[config.mk]
export PLATFORM = sky130hd
export DESIGN_NAME = sp4_serial_port
export DESIGN_NICKNAME = d
export VERILOG_FILES = /design/src/verilog/sp4_baud.v /design/src/verilog/sp4_fifo.v /design/src/verilog/sp4_serial_port.v
export VERILOG_INCLUDE_DIRS = /design/src /design/src/verilog
export SDC_FILE = /design/constraint.sdc
export NUM_CORES = 1
export LEC_CHECK = 0
export BUFFER_PORTS_ARGS = -buffer_cell sky130_fd_sc_hd__buf_2
export CAP_MARGIN = 30
export CORE_MARGIN = 2
export CORE_UTILIZATION = 35
export CTS_CLUSTER_SIZE = 20
export DETAILED_ROUTE_END_ITERATION = 7
export SYNTH_ARGS = -nofsm -noshare
export SYNTH_HDL_FRONTEND = slang
export SYNTH_HIERARCHICAL = 1
export SYNTH_SLANG_ARGS = --single-unit
[constraint.sdc]
create_clock -name sys_clk -period 2 [get_ports sys_clk]
set_input_delay 0.3 -clock sys_clk [delete_from_list [all_inputs] [get_ports sys_clk]]
set_output_delay 0.3 -clock sys_clk [all_outputs]
set_load 0.005 [all_outputs]
[src/verilog/sp4_regs.vh]
// Constants of the four-mode serial port: control bit positions, resets, timing
`ifndef SP4_REGS_VH
`define SP4_REGS_VH

// Serial control register bit positions
`define SP4_CTL_MODE_B0_FE 7
`define SP4_CTL_MODE_B1 6
`define SP4_CTL_MULTIPROC 5
`define SP4_CTL_RX_EN 4
`define SP4_CTL_TX_NINTH 3
`define SP4_CTL_RX_NINTH 2
`define SP4_CTL_TX_DONE 1
`define SP4_CTL_RX_DONE 0
`define SP4_CTL_RESET 8'h00

// Mode codes, {mode_select_b1, mode_select_b0}
`define SP4_MODE_SYNC 2'h0
`define SP4_MODE_10BIT 2'h1
`define SP4_MODE_11OSC 2'h2
`define SP4_MODE_11TMR 2'h3

// Synchronous shift clock: last phase of the period, falling and rising phases, in clocks
`define SP4_M0_SLOW_LAST 4'hb
`define SP4_M0_SLOW_FALL 4'h3
`define SP4_M0_SLOW_RISE 4'h9
`define SP4_M0_FAST_LAST 4'h3
`define SP4_M0_FAST_FALL 4'h1
`define SP4_M0_FAST_RISE 4'h3

// Oversampling: rollover state and the three voting samples
`define SP4_DIV_LAST 4'hf
`define SP4_VOTE_S1 4'h7
`define SP4_VOTE_S2 4'h8
`define SP4_VOTE_S3 4'h9

// Oversample tick spacing, minus one: osc clocks (mode 2), overflows (1, 3)
`define SP4_OSC_DIV_FAST 2'h1
`define SP4_OSC_DIV_SLOW 2'h3
`define SP4_OVF_DIV_FAST 2'h0
`define SP4_OVF_DIV_SLOW 2'h1

// Frame lengths in bit times, and data bits of a synchronous frame
`define SP4_FRAME_10 4'ha
`define SP4_FRAME_11 4'hb
`define SP4_SYNC_BITS 4'h8

`endif

[src/verilog/sp4_baud.v]
// Oversampling tick generator: sixteen ticks per bit in the async modes
`timescale 1ns/1ps
`include "sp4_regs.vh"
module sp4_baud (
	// Clock and reset
	input wire sys_clk,
	input wire reset,
	// Rate selection
	input wire [1:0] mode,
	input wire baud_double,
	input wire timer_ovf,
	// Sixteen-times bit rate tick
	output reg tick16_q
);
	reg [1:0] cnt_q;
	reg [1:0] limit;
	reg event_in;

	always @*
	begin
		if (mode == `SP4_MODE_11OSC)
		begin
			event_in = 1'b1;
			limit = baud_double ? `SP4_OSC_DIV_FAST : `SP4_OSC_DIV_SLOW;
		end
		else
		begin
			event_in = timer_ovf;
			limit = baud_double ? `SP4_OVF_DIV_FAST : `SP4_OVF_DIV_SLOW;
		end
	end

	always @(posedge sys_clk)
	begin
		if (reset)
		begin
			cnt_q <= 2'h0;
			tick16_q <= 1'b0;
		end
		else
		begin
			tick16_q <= 1'b0;
			if (event_in)
			begin
				if (cnt_q >= limit)
				begin
					cnt_q <= 2'h0;
					tick16_q <= 1'b1;
				end
				else
					cnt_q <= cnt_q + 1'b1;
			end
		end
	end
endmodule // sp4_baud

[src/verilog/sp4_fifo.v]
// Transmit FIFO between the serial buffer write port and the transmitter
`timescale 1ns/1ps
module sp4_fifo #(
	parameter WIDTH = 8,
	parameter DEPTH = 8,
	parameter AW = 3
) (
	// Clock and reset
	input wire sys_clk,
	input wire reset,
	// Fill side
	input wire in_valid,
	input wire [WIDTH-1:0] in_data,
	output reg in_ready_q,
	// Drain side
	output reg out_valid_q,
	output wire [WIDTH-1:0] out_data,
	input wire out_ready
);
	reg [WIDTH-1:0] mem [0:DEPTH-1];
	reg [AW-1:0] wr_ptr_q;
	reg [AW-1:0] rd_ptr_q;
	reg [AW:0] count_q;
	reg [AW:0] count_d;
	wire push;
	wire pop;

	assign push = in_valid & in_ready_q;
	assign pop = out_ready & out_valid_q;
	assign out_data = mem[rd_ptr_q];

	always @*
	begin
		count_d = count_q;
		if (push & ~pop)
			count_d = count_q + 1'b1;
		else if (pop & ~push)
			count_d = count_q - 1'b1;
	end

	always @(posedge sys_clk)
	begin
		if (push)
			mem[wr_ptr_q] <= in_data;
		if (reset)
		begin
			wr_ptr_q <= {AW{1'b0}};
			rd_ptr_q <= {AW{1'b0}};
			count_q <= {(AW+1){1'b0}};
			in_ready_q <= 1'b0;
			out_valid_q <= 1'b0;
		end
		else
		begin
			if (push)
				wr_ptr_q <= wr_ptr_q + 1'b1;
			if (pop)
				rd_ptr_q <= rd_ptr_q + 1'b1;
			count_q <= count_d;
			// Flags registered from the next count so both stay honest
			in_ready_q <= (count_d != DEPTH[AW:0]);
			out_valid_q <= (count_d != {(AW+1){1'b0}});
		end
	end
endmodule // sp4_fifo

[src/verilog/sp4_serial_port.v]
// Four-mode serial port: synchronous shift mode and three async modes
`timescale 1ns/1ps
`include "sp4_regs.vh"
module sp4_serial_port (
	// Clock and reset
	input wire sys_clk,
	input wire reset,
	// Serial control register access
	input wire serial_control_wr,
	input wire [7:0] serial_control_wdata,
	output reg [7:0] serial_control_rdata_q,
	// Power control bits
	input wire frame_err_select,
	input wire baud_double,
	// Serial buffer: transmit side through the FIFO, receive buffer read
	input wire serial_buffer_wr_valid,
	input wire [7:0] serial_buffer_wr_data,
	output wire serial_buffer_wr_ready,
	output reg [7:0] serial_buffer_rdata_q,
	// Timer overflow pulse for modes 1 and 3
	input wire timer_ovf,
	// Transmit pin: data in async modes, shift clock in sync mode
	output reg txd_q,
	// Receive pin, two-way in sync mode
	input wire rxd_in,
	output reg rxd_out_q,
	output reg rxd_oe_q
);
	reg mode_select_b0_q;
	reg mode_select_b1_q;
	reg multiproc_enable_q;
	reg rx_enable_q;
	reg tx_ninth_bit_q;
	reg rx_ninth_bit_q;
	reg tx_done_flag_q;
	reg rx_done_flag_q;
	reg framing_error_flag_q;
	// Transmit engine
	reg tx_busy_q;
	reg [10:0] tx_shift_q;
	reg [3:0] tx_left_q;
	reg [3:0] tx_div_q;
	// Synchronous mode engine
	reg m0_rx_q;
	reg [3:0] m0_ph_q;
	// Async receive engine
	reg rx_act_q;
	reg [3:0] rx_div_q;
	reg [3:0] rx_bit_q;
	reg [1:0] rx_smp_q;
	reg [7:0] rx_shift_q;
	reg rx_nin_q;
	reg rxd_prev_q;

	wire [1:0] mode;
	wire is_sync;
	wire eleven;
	wire tick16;
	wire fifo_valid;
	wire [7:0] fifo_data;
	wire tx_take;
	wire tx_roll;
	wire m0_run;
	wire [3:0] m0_last;
	wire [3:0] m0_fall;
	wire [3:0] m0_rise;
	wire vote;
	wire [3:0] rx_stop_idx;
	// Event pulses registered so every process sees them on the same edge
	reg ti_set_q;
	reg ri_set_q;
	reg fe_set_q;
	reg rx_load_q;

	assign mode = {mode_select_b1_q, mode_select_b0_q};
	assign is_sync = (mode == `SP4_MODE_SYNC);
	assign eleven = mode[1];
	// A new byte is taken only when both engines are quiet (half duplex sync)
	assign tx_take = fifo_valid & ~tx_busy_q & ~m0_rx_q;
	assign tx_roll = tick16 & (tx_div_q == `SP4_DIV_LAST);
	assign m0_run = is_sync & (tx_busy_q | m0_rx_q);
	assign m0_last = multiproc_enable_q ? `SP4_M0_FAST_LAST :
		`SP4_M0_SLOW_LAST;
	assign m0_fall = multiproc_enable_q ? `SP4_M0_FAST_FALL :
		`SP4_M0_SLOW_FALL;
	assign m0_rise = multiproc_enable_q ? `SP4_M0_FAST_RISE :
		`SP4_M0_SLOW_RISE;
	assign vote = (rx_smp_q[0] & rx_smp_q[1]) | (rx_smp_q[0] & rxd_in) |
		(rx_smp_q[1] & rxd_in);
	assign rx_stop_idx = eleven ? (`SP4_FRAME_11 - 4'h1) :
		(`SP4_FRAME_10 - 4'h1);

	sp4_baud u_baud (
		.sys_clk(sys_clk),
		.reset(reset),
		.mode(mode),
		.baud_double(baud_double),
		.timer_ovf(timer_ovf),
		.tick16_q(tick16)
	);

	// Back-pressure: writes stall while eight bytes wait for the line
	sp4_fifo #(
		.WIDTH(8),
		.DEPTH(8),
		.AW(3)
	) u_txfifo (
		.sys_clk(sys_clk),
		.reset(reset),
		.in_valid(serial_buffer_wr_valid),
		.in_data(serial_buffer_wr_data),
		.in_ready_q(serial_buffer_wr_ready),
		.out_valid_q(fifo_valid),
		.out_data(fifo_data),
		.out_ready(tx_take)
	);

	// Transmitter, both sync and async
	always @(posedge sys_clk)
	begin
		ti_set_q <= 1'b0;
		if (reset)
		begin
			tx_busy_q <= 1'b0;
			tx_shift_q <= 11'h7ff;
			tx_left_q <= 4'h0;
			tx_div_q <= 4'h0;
		end
		else
		begin
			if (tick16)
				tx_div_q <= tx_div_q + 1'b1;
			if (tx_take)
			begin
				tx_busy_q <= 1'b1;
				if (is_sync)
				begin
					tx_shift_q <= {3'h7, fifo_data};
					tx_left_q <= `SP4_SYNC_BITS;
				end
				else if (eleven)
				begin
					tx_shift_q <= {1'b1, tx_ninth_bit_q, fifo_data, 1'b0};
					tx_left_q <= `SP4_FRAME_11;
				end
				else
				begin
					tx_shift_q <= {2'h3, fifo_data, 1'b0};
					tx_left_q <= `SP4_FRAME_10;
				end
			end
			else if (tx_busy_q & is_sync)
			begin
				if (m0_ph_q == m0_rise)
				begin
					tx_shift_q <= {1'b1, tx_shift_q[10:1]};
					tx_left_q <= tx_left_q - 1'b1;
				end
				if (m0_ph_q == m0_last && tx_left_q == 4'h0)
				begin
					tx_busy_q <= 1'b0;
					ti_set_q <= 1'b1;
				end
			end
			else if (tx_busy_q & tx_roll)
			begin
				// Bits leave only on rollovers of the free-running divider
				tx_shift_q <= {1'b1, tx_shift_q[10:1]};
				tx_left_q <= tx_left_q - 1'b1;
				if (tx_left_q == 4'h1)
				begin
					tx_busy_q <= 1'b0;
					ti_set_q <= 1'b1;
				end
			end
		end
	end

	// Pins and the synchronous shift clock phase
	always @(posedge sys_clk)
	begin
		if (reset)
		begin
			m0_rx_q <= 1'b0;
			m0_ph_q <= 4'h0;
			txd_q <= 1'b1;
			rxd_out_q <= 1'b1;
			rxd_oe_q <= 1'b0;
		end
		else
		begin
			if (is_sync & ~m0_rx_q & ~tx_busy_q & ~fifo_valid &
				rx_enable_q & ~rx_done_flag_q)
			begin
				m0_rx_q <= 1'b1;
				m0_ph_q <= 4'h0;
			end
			else if (m0_run)
			begin
				m0_ph_q <= (m0_ph_q == m0_last) ? 4'h0 : m0_ph_q + 1'b1;
				if (m0_ph_q == m0_fall)
					txd_q <= 1'b0;
				else if (m0_ph_q == m0_rise)
					txd_q <= 1'b1;
				if (ri_set_q)
					m0_rx_q <= 1'b0;
			end
			else
			begin
				m0_ph_q <= 4'h0;
				// Async start bit waits for the divider rollover
				txd_q <= (is_sync | ~tx_busy_q) ? 1'b1 : txd_q;
			end
			if (!is_sync && tx_busy_q && tx_roll)
				txd_q <= tx_shift_q[0];
			// Data leads the falling shift clock edge by a quarter period
			rxd_oe_q <= is_sync & tx_busy_q;
			if (is_sync & tx_busy_q & (m0_ph_q == 4'h0))
				rxd_out_q <= tx_shift_q[0];
		end
	end

	// Receivers
	always @(posedge sys_clk)
	begin
		ri_set_q <= 1'b0;
		fe_set_q <= 1'b0;
		rx_load_q <= 1'b0;
		if (reset)
		begin
			rx_act_q <= 1'b0;
			rx_div_q <= 4'h0;
			rx_bit_q <= 4'h0;
			rx_smp_q <= 2'h3;
			rx_shift_q <= 8'h00;
			rx_nin_q <= 1'b0;
			rxd_prev_q <= 1'b1;
		end
		else if (is_sync)
		begin
			rx_act_q <= 1'b0;
			rxd_prev_q <= 1'b1;
			if (!m0_rx_q)
				rx_bit_q <= 4'h0;
			else if (m0_ph_q == m0_rise)
			begin
				rx_shift_q <= {rxd_in, rx_shift_q[7:1]};
				rx_bit_q <= rx_bit_q + 1'b1;
				if (rx_bit_q == `SP4_SYNC_BITS - 4'h1)
				begin
					ri_set_q <= 1'b1;
					rx_load_q <= 1'b1;
				end
			end
		end
		else if (tick16)
		begin
			rxd_prev_q <= rxd_in;
			if (!rx_act_q)
			begin
				if (rx_enable_q & rxd_prev_q & ~rxd_in)
				begin
					rx_act_q <= 1'b1;
					rx_div_q <= 4'h0;
					rx_bit_q <= 4'h0;
				end
			end
			else
			begin
				rx_div_q <= rx_div_q + 1'b1;
				if (rx_div_q == `SP4_VOTE_S1)
					rx_smp_q[0] <= rxd_in;
				if (rx_div_q == `SP4_VOTE_S2)
					rx_smp_q[1] <= rxd_in;
				if (rx_div_q == `SP4_VOTE_S3)
				begin
					rx_bit_q <= rx_bit_q + 1'b1;
					if (rx_bit_q == 4'h0)
					begin
						if (vote)
							rx_act_q <= 1'b0;
					end
					else if (rx_bit_q == rx_stop_idx)
					begin
						rx_act_q <= 1'b0;
						fe_set_q <= ~vote;
						if (!eleven)
							rx_nin_q <= vote;
						if (~rx_done_flag_q & (~multiproc_enable_q | vote))
						begin
							ri_set_q <= 1'b1;
							rx_load_q <= 1'b1;
						end
					end
					else if (rx_bit_q == `SP4_SYNC_BITS + 4'h1)
						rx_nin_q <= vote;
					else
						rx_shift_q <= {vote, rx_shift_q[7:1]};
				end
			end
		end
	end

	// Control flags; a hardware set wins over a software write
	always @(posedge sys_clk)
	begin
		if (reset)
		begin
			mode_select_b0_q <= 1'b0;
			mode_select_b1_q <= 1'b0;
			multiproc_enable_q <= 1'b0;
			rx_enable_q <= 1'b0;
			tx_ninth_bit_q <= 1'b0;
			rx_ninth_bit_q <= 1'b0;
			tx_done_flag_q <= 1'b0;
			rx_done_flag_q <= 1'b0;
			framing_error_flag_q <= 1'b0;
			serial_buffer_rdata_q <= 8'h00;
			serial_control_rdata_q <= `SP4_CTL_RESET;
		end
		else
		begin
			if (serial_control_wr)
			begin
				if (!frame_err_select)
					mode_select_b0_q <= serial_control_wdata[`SP4_CTL_MODE_B0_FE];
				mode_select_b1_q <= serial_control_wdata[`SP4_CTL_MODE_B1];
				multiproc_enable_q <= serial_control_wdata[`SP4_CTL_MULTIPROC];
				rx_enable_q <= serial_control_wdata[`SP4_CTL_RX_EN];
				tx_ninth_bit_q <= serial_control_wdata[`SP4_CTL_TX_NINTH];
			end
			if (rx_load_q)
			begin
				serial_buffer_rdata_q <= rx_shift_q;
				if (is_sync)
					rx_ninth_bit_q <= rx_ninth_bit_q;
				else
					rx_ninth_bit_q <= rx_nin_q;
			end
			else if (serial_control_wr)
				rx_ninth_bit_q <= serial_control_wdata[`SP4_CTL_RX_NINTH];
			tx_done_flag_q <= ti_set_q | (serial_control_wr ?
				serial_control_wdata[`SP4_CTL_TX_DONE] : tx_done_flag_q);
			rx_done_flag_q <= ri_set_q | (serial_control_wr ?
				serial_control_wdata[`SP4_CTL_RX_DONE] : rx_done_flag_q);
			// Software may only clear the error, and only through bit 7
			framing_error_flag_q <= fe_set_q | (framing_error_flag_q &
				~(serial_control_wr & frame_err_select &
				~serial_control_wdata[`SP4_CTL_MODE_B0_FE]));
			serial_control_rdata_q <= {
				frame_err_select ? framing_error_flag_q :
				mode_select_b0_q,
				mode_select_b1_q, multiproc_enable_q, rx_enable_q,
				tx_ninth_bit_q, rx_ninth_bit_q, tx_done_flag_q,
				rx_done_flag_q};
		end
	end
endmodule // sp4_serial_port
==> metrics.md <==
| Metric | Value |
|---|---|
| CTS tree | `done` |
| Worst Path Required | `approximately 2.3 ns` |
| Peak VDD IR | `0.784 mV` |
| P&R area growth vs syn | `19.2%` |
| First-pass GRT wire length | `roughly 23000 um` |
| CTS sink count | `158` |
| P_sw | `2500 uW` |
| DRT Pass-1 Iters | `4` |
| Row count | `just over 50` |
| Post-synth ARST share | `0%` |
| Int Pwr | `around 6400 uW` |
| Synth area leader | `edfxtp_1` |
| PwrDens | `roughly 1100 nW/um^2` |
| Register area | `roughly 3800 um^2` |
| # port buffers | `43` |
| Routed wire length | `about 14000 um` |
| Vias in the first global route | `between 4000 and 5000` |
| Status | `completed` |
| Critical path type | `reg -> reg` |
| Num CTS Buffers | `17` |
| Share of layout cells above drive strength 1 | `19.6%` |
| Die area | `approximately 21000 um^2` |
| Max Freq | `roughly 520 MHz` |
| Syn Area/Cell | `11.6 um^2` |
| Switching Share | `between 20% and 30%` |
| Reg2Reg Setup Slack | `0.09 ns` |
| Clk slew on worst S/H paths | `approximately 0.06 ns` |
| Buf/Inv on CP | `1` |
| Via count | `about 4600` |
| Critical path, cell by cell | `buf_12, mux4_1, mux2_2, nand2_1, a311oi_1, a211o_1` |
| Yosys warns | `6` |
| Fin area | `around 8000 um^2` |
| Top_reg_cell synth | `dfxtp_1` |
| DPL Wire Length | `around 9500 um` |
| Combinational power share | `approximately a fifth` |
| Cell leakage power | `between 0.003 and 0.004 uW` |
| Post-synth EDFFs | `64` |
| Crit-path max FO | `8` |
| MaxCap Viol Count | `0` |
| Setup TNS | `0 ns` |
| Skew-Pair Late Insertion Delay | `~0.42 ns` |
| Antenna viol nets, final | `0` |
| Crit path capture type | `register` |
| Arr. time, crit path | `2.22 ns` |
| Antenna violations before repair | `0` |
| DR vias/cell | `roughly 5` |
| Fin crit share | `a little over nine tenths` |
| Clock power frac | `a little over a third` |
| Multi-input gate area | `between 2000 and 3000 um^2` |
| Initial Utilization | `a little over a third` |
| Placer Congestion | `approximately 0.81` |
| Seq pwr share | `43.6%` |
| Largest net degree at the start of global routing | `29` |
| Wire length per cell | `about 15 um` |
| Seq cells post-synth | `roughly 160` |
| Levels on crit path | `6` |
| Cells after Synth | `slightly below 600` |
| Drt drc | `0` |
| Hold_buf cts | `0` |
| Final Hold Viols | `0` |
| Placement Cell Area | `around 7500 um^2` |
| Distinct cells, synth | `between 60 and 70` |
| DR iter-0 viols | `280` |
| IO Pins | `44` |
| Setup violations, final | `0` |
| Clock Skews | `around 0.0074 ns` |
| Number of fill cells | `between 1500 and 2000` |
| Inst Count DP | `900` |
| Top cells by area, synth | `edfxtp_1 28%, dfxtp_1 27%, mux4_1 5.7%` |
| Synthesized area | `6860 um^2` |
| Clock Tree Buf Depth | `2` |
| CP endpoint | `tx_shift_q[7]` |
| Worst hold slack | `roughly 0.12 ns` |
| Max Transition Viols Final | `0` |
| Slowest CP cell | `mux4_1` |
| All-Layer GR Usage | `between 10% and 20%` |
| Worst-Margin Slew | `0.631 ns` |
| Post-Syn Nets | `between 600 and 700` |
| Delay-heaviest family, CP | `multiplexers` |
| Slew HR | `just under 60%` |
| Area share of the largest cell type after synthesis | `between 20 and 30%` |
| H-tree Lvls | `4` |
| Tmin final | `approximately 1.9 ns` |
| Final cell count without fillers | `slightly above 900` |
| Worst hold path type | `in -> reg` |
| GRT overflow | `0` |
| CP Launch Type | `register` |
| Fin nets | `697` |
| Die Ht | `about 140 um` |
| CP peak stage delay | `0.55 ns` |
| R2r endpoint | `tx_shift_q[7]` |
| R2R cell count | `6` |
| Core area | `a little under 20000 um^2` |
| Post-synthesis sequential area ratio | `approximately 55%` |
| Die width | `144 um` |
| Root buffer cell | `clkbuf_16` |
| RSZ-0062 raised after global routing | `no` |
[cell type report]
type,instances,area share (%)
Sequential cell,158,46.6
Multi-Input combinational cell,378,34.5
Timing Repair Buffer,78,6.52
Clock buffer,22,6.34
Tap cell,265,4.06
Inverter,22,1.01
Clock inverter,10,0.919
Antenna cell,1,0.0306
[routing by layer]
layer,vias up,global-route usage (%),share of wire [%]
met5,-,0,0
met4,0,4.85,1.3
met3,17,4.30,3.9
met2,78,24.9,49
met1,2270,17.6,45
li1,2277,-,-
[power by group through the flow]
stage / Clock [uW] / Combinational [uW] / Sequential, uW
finish: 3160 / 1860 / 3890
global route: 3380 / 2070 / 3930
CTS: 3240 / 1830 / 3870
detailed placement: 0 / 1800 / 3940
global placement: 0 / 1760 / 3930
floorplan: 0 / 1290 / 3890
[cell families (layout without fill, tap and decap cells)]
family / Yosys count / after routing / share of synthesized area (%)
flops: 158 / 158 / 55.5
fa+ha+maj: 19 / 19 / 3.43
buf+inv: 54 / 132 / 3.50
xor+xnor: 14 / 14 / 1.79
mux: 60 / 60 / 12.7
other cells: 0 / 1 / 0
simple gates: 205 / 205 / 14.2
compound gates: 80 / 80 / 8.93
[worst min-delay path by stage]
stage	from	to	slack, ns	depth (start not counted)
2_1_floorplan	reset	u_txfifo/count_q[0]	0.37	1
3_3_place_gp	fe_set_q	framing_error_flag_q	0.43	2
3_5_place_dp	fe_set_q	framing_error_flag_q	0.43	2
4_1_cts	serial_control_wdata[3]	tx_ninth_bit_q	0.10	3
5_1_grt	serial_buffer_wr_data[5]	u_txfifo/mem[3][5]	0.13	1
6_report	serial_control_wdata[3]	tx_ninth_bit_q	0.12	3
[placed cells by master, fill, tap and decap left out, types with 3 or more instances in the layout]
cell type and count:
mux2i_1 34, nor3b_1 4, a22oi_1 4, mux2_2 8, clkbuf_16 21, ha_1 18, nand3b_1 3, edfxtp_1 64
or3_1 5, buf_4 31, nor4_1 4, a211o_1 10, o21ai_1 6, nand2b_1 8, nand3_1 16, buf_2 43
xnor2_1 6, o211ai_1 3, clkinv_4 3, nor3_1 11, nand2_1 54, xor2_1 8, a21oi_1 16, nor2_1 70
dfxtp_1 93, nor2b_1 16, inv_1 20, buf_12 3, a211oi_1 5, a311oi_1 9, mux4_1 14, nand4_1 3
o32ai_1 4
[cell usage after synthesis (all sizes together) (3+ instances only)]
library cell and n:
mux2i 34, nand4 3, nand3b 3, nand3 16, nand2 54, o211ai 3, nor3b 4, a211o 10
mux4 16, clkbuf 20, edfxtp 64, nor4 4, a311oi 9, a21oi 16, inv 21, nor3 11
mux2 10, nand2b 8, buf 12, a22oi 4, dfxtp 94, o21ai 7, o32ai 4, a211oi 6
ha 18, nor2 70, nor2b 17, xor2 8, or3 5, xnor2 6
[stage by stage]
stage | total power, uW | utilization [%] | worst slack [ns]
floorplan | 5180 | - | 0.0445
global placement | 5690 | 39.0 | 0.106
detailed placement | 5750 | 39.0 | 0.0575
CTS | 8940 | 42.1 | 0.00201
global route | 9370 | 42.3 | 0.00554
finish | 8910 | 42.3 | 0.0887
[tightest hold or removal path, cell delays in order]
cell and delay (ns):
buf_2 0.07, mux2i_1 0.05, nor2_1 0.08
[flip-flops by register name, indices dropped and copies added, names as in the netlist, 2 cells and up, named ones only]
name and count:
u_txfifo/wr_ptr_q 3, m0_ph_q 4, tx_div_q 4, serial_control_rdata_q 8, serial_buffer_rdata_q 8, u_baud/cnt_q 2, u_txfifo/count_q 4, rx_smp_q 2
rx_bit_q 4, u_txfifo/rd_ptr_q 3, u_txfifo/mem 64, rx_shift_q 8, tx_shift_q 10, tx_left_q 4, rx_div_q 4
[repair_timing]
item	CTS	global route
resized for setup	0	6
setup endpoints to repair	0	6
setup buffers	0	0
(Power assumes the default switching activity.)
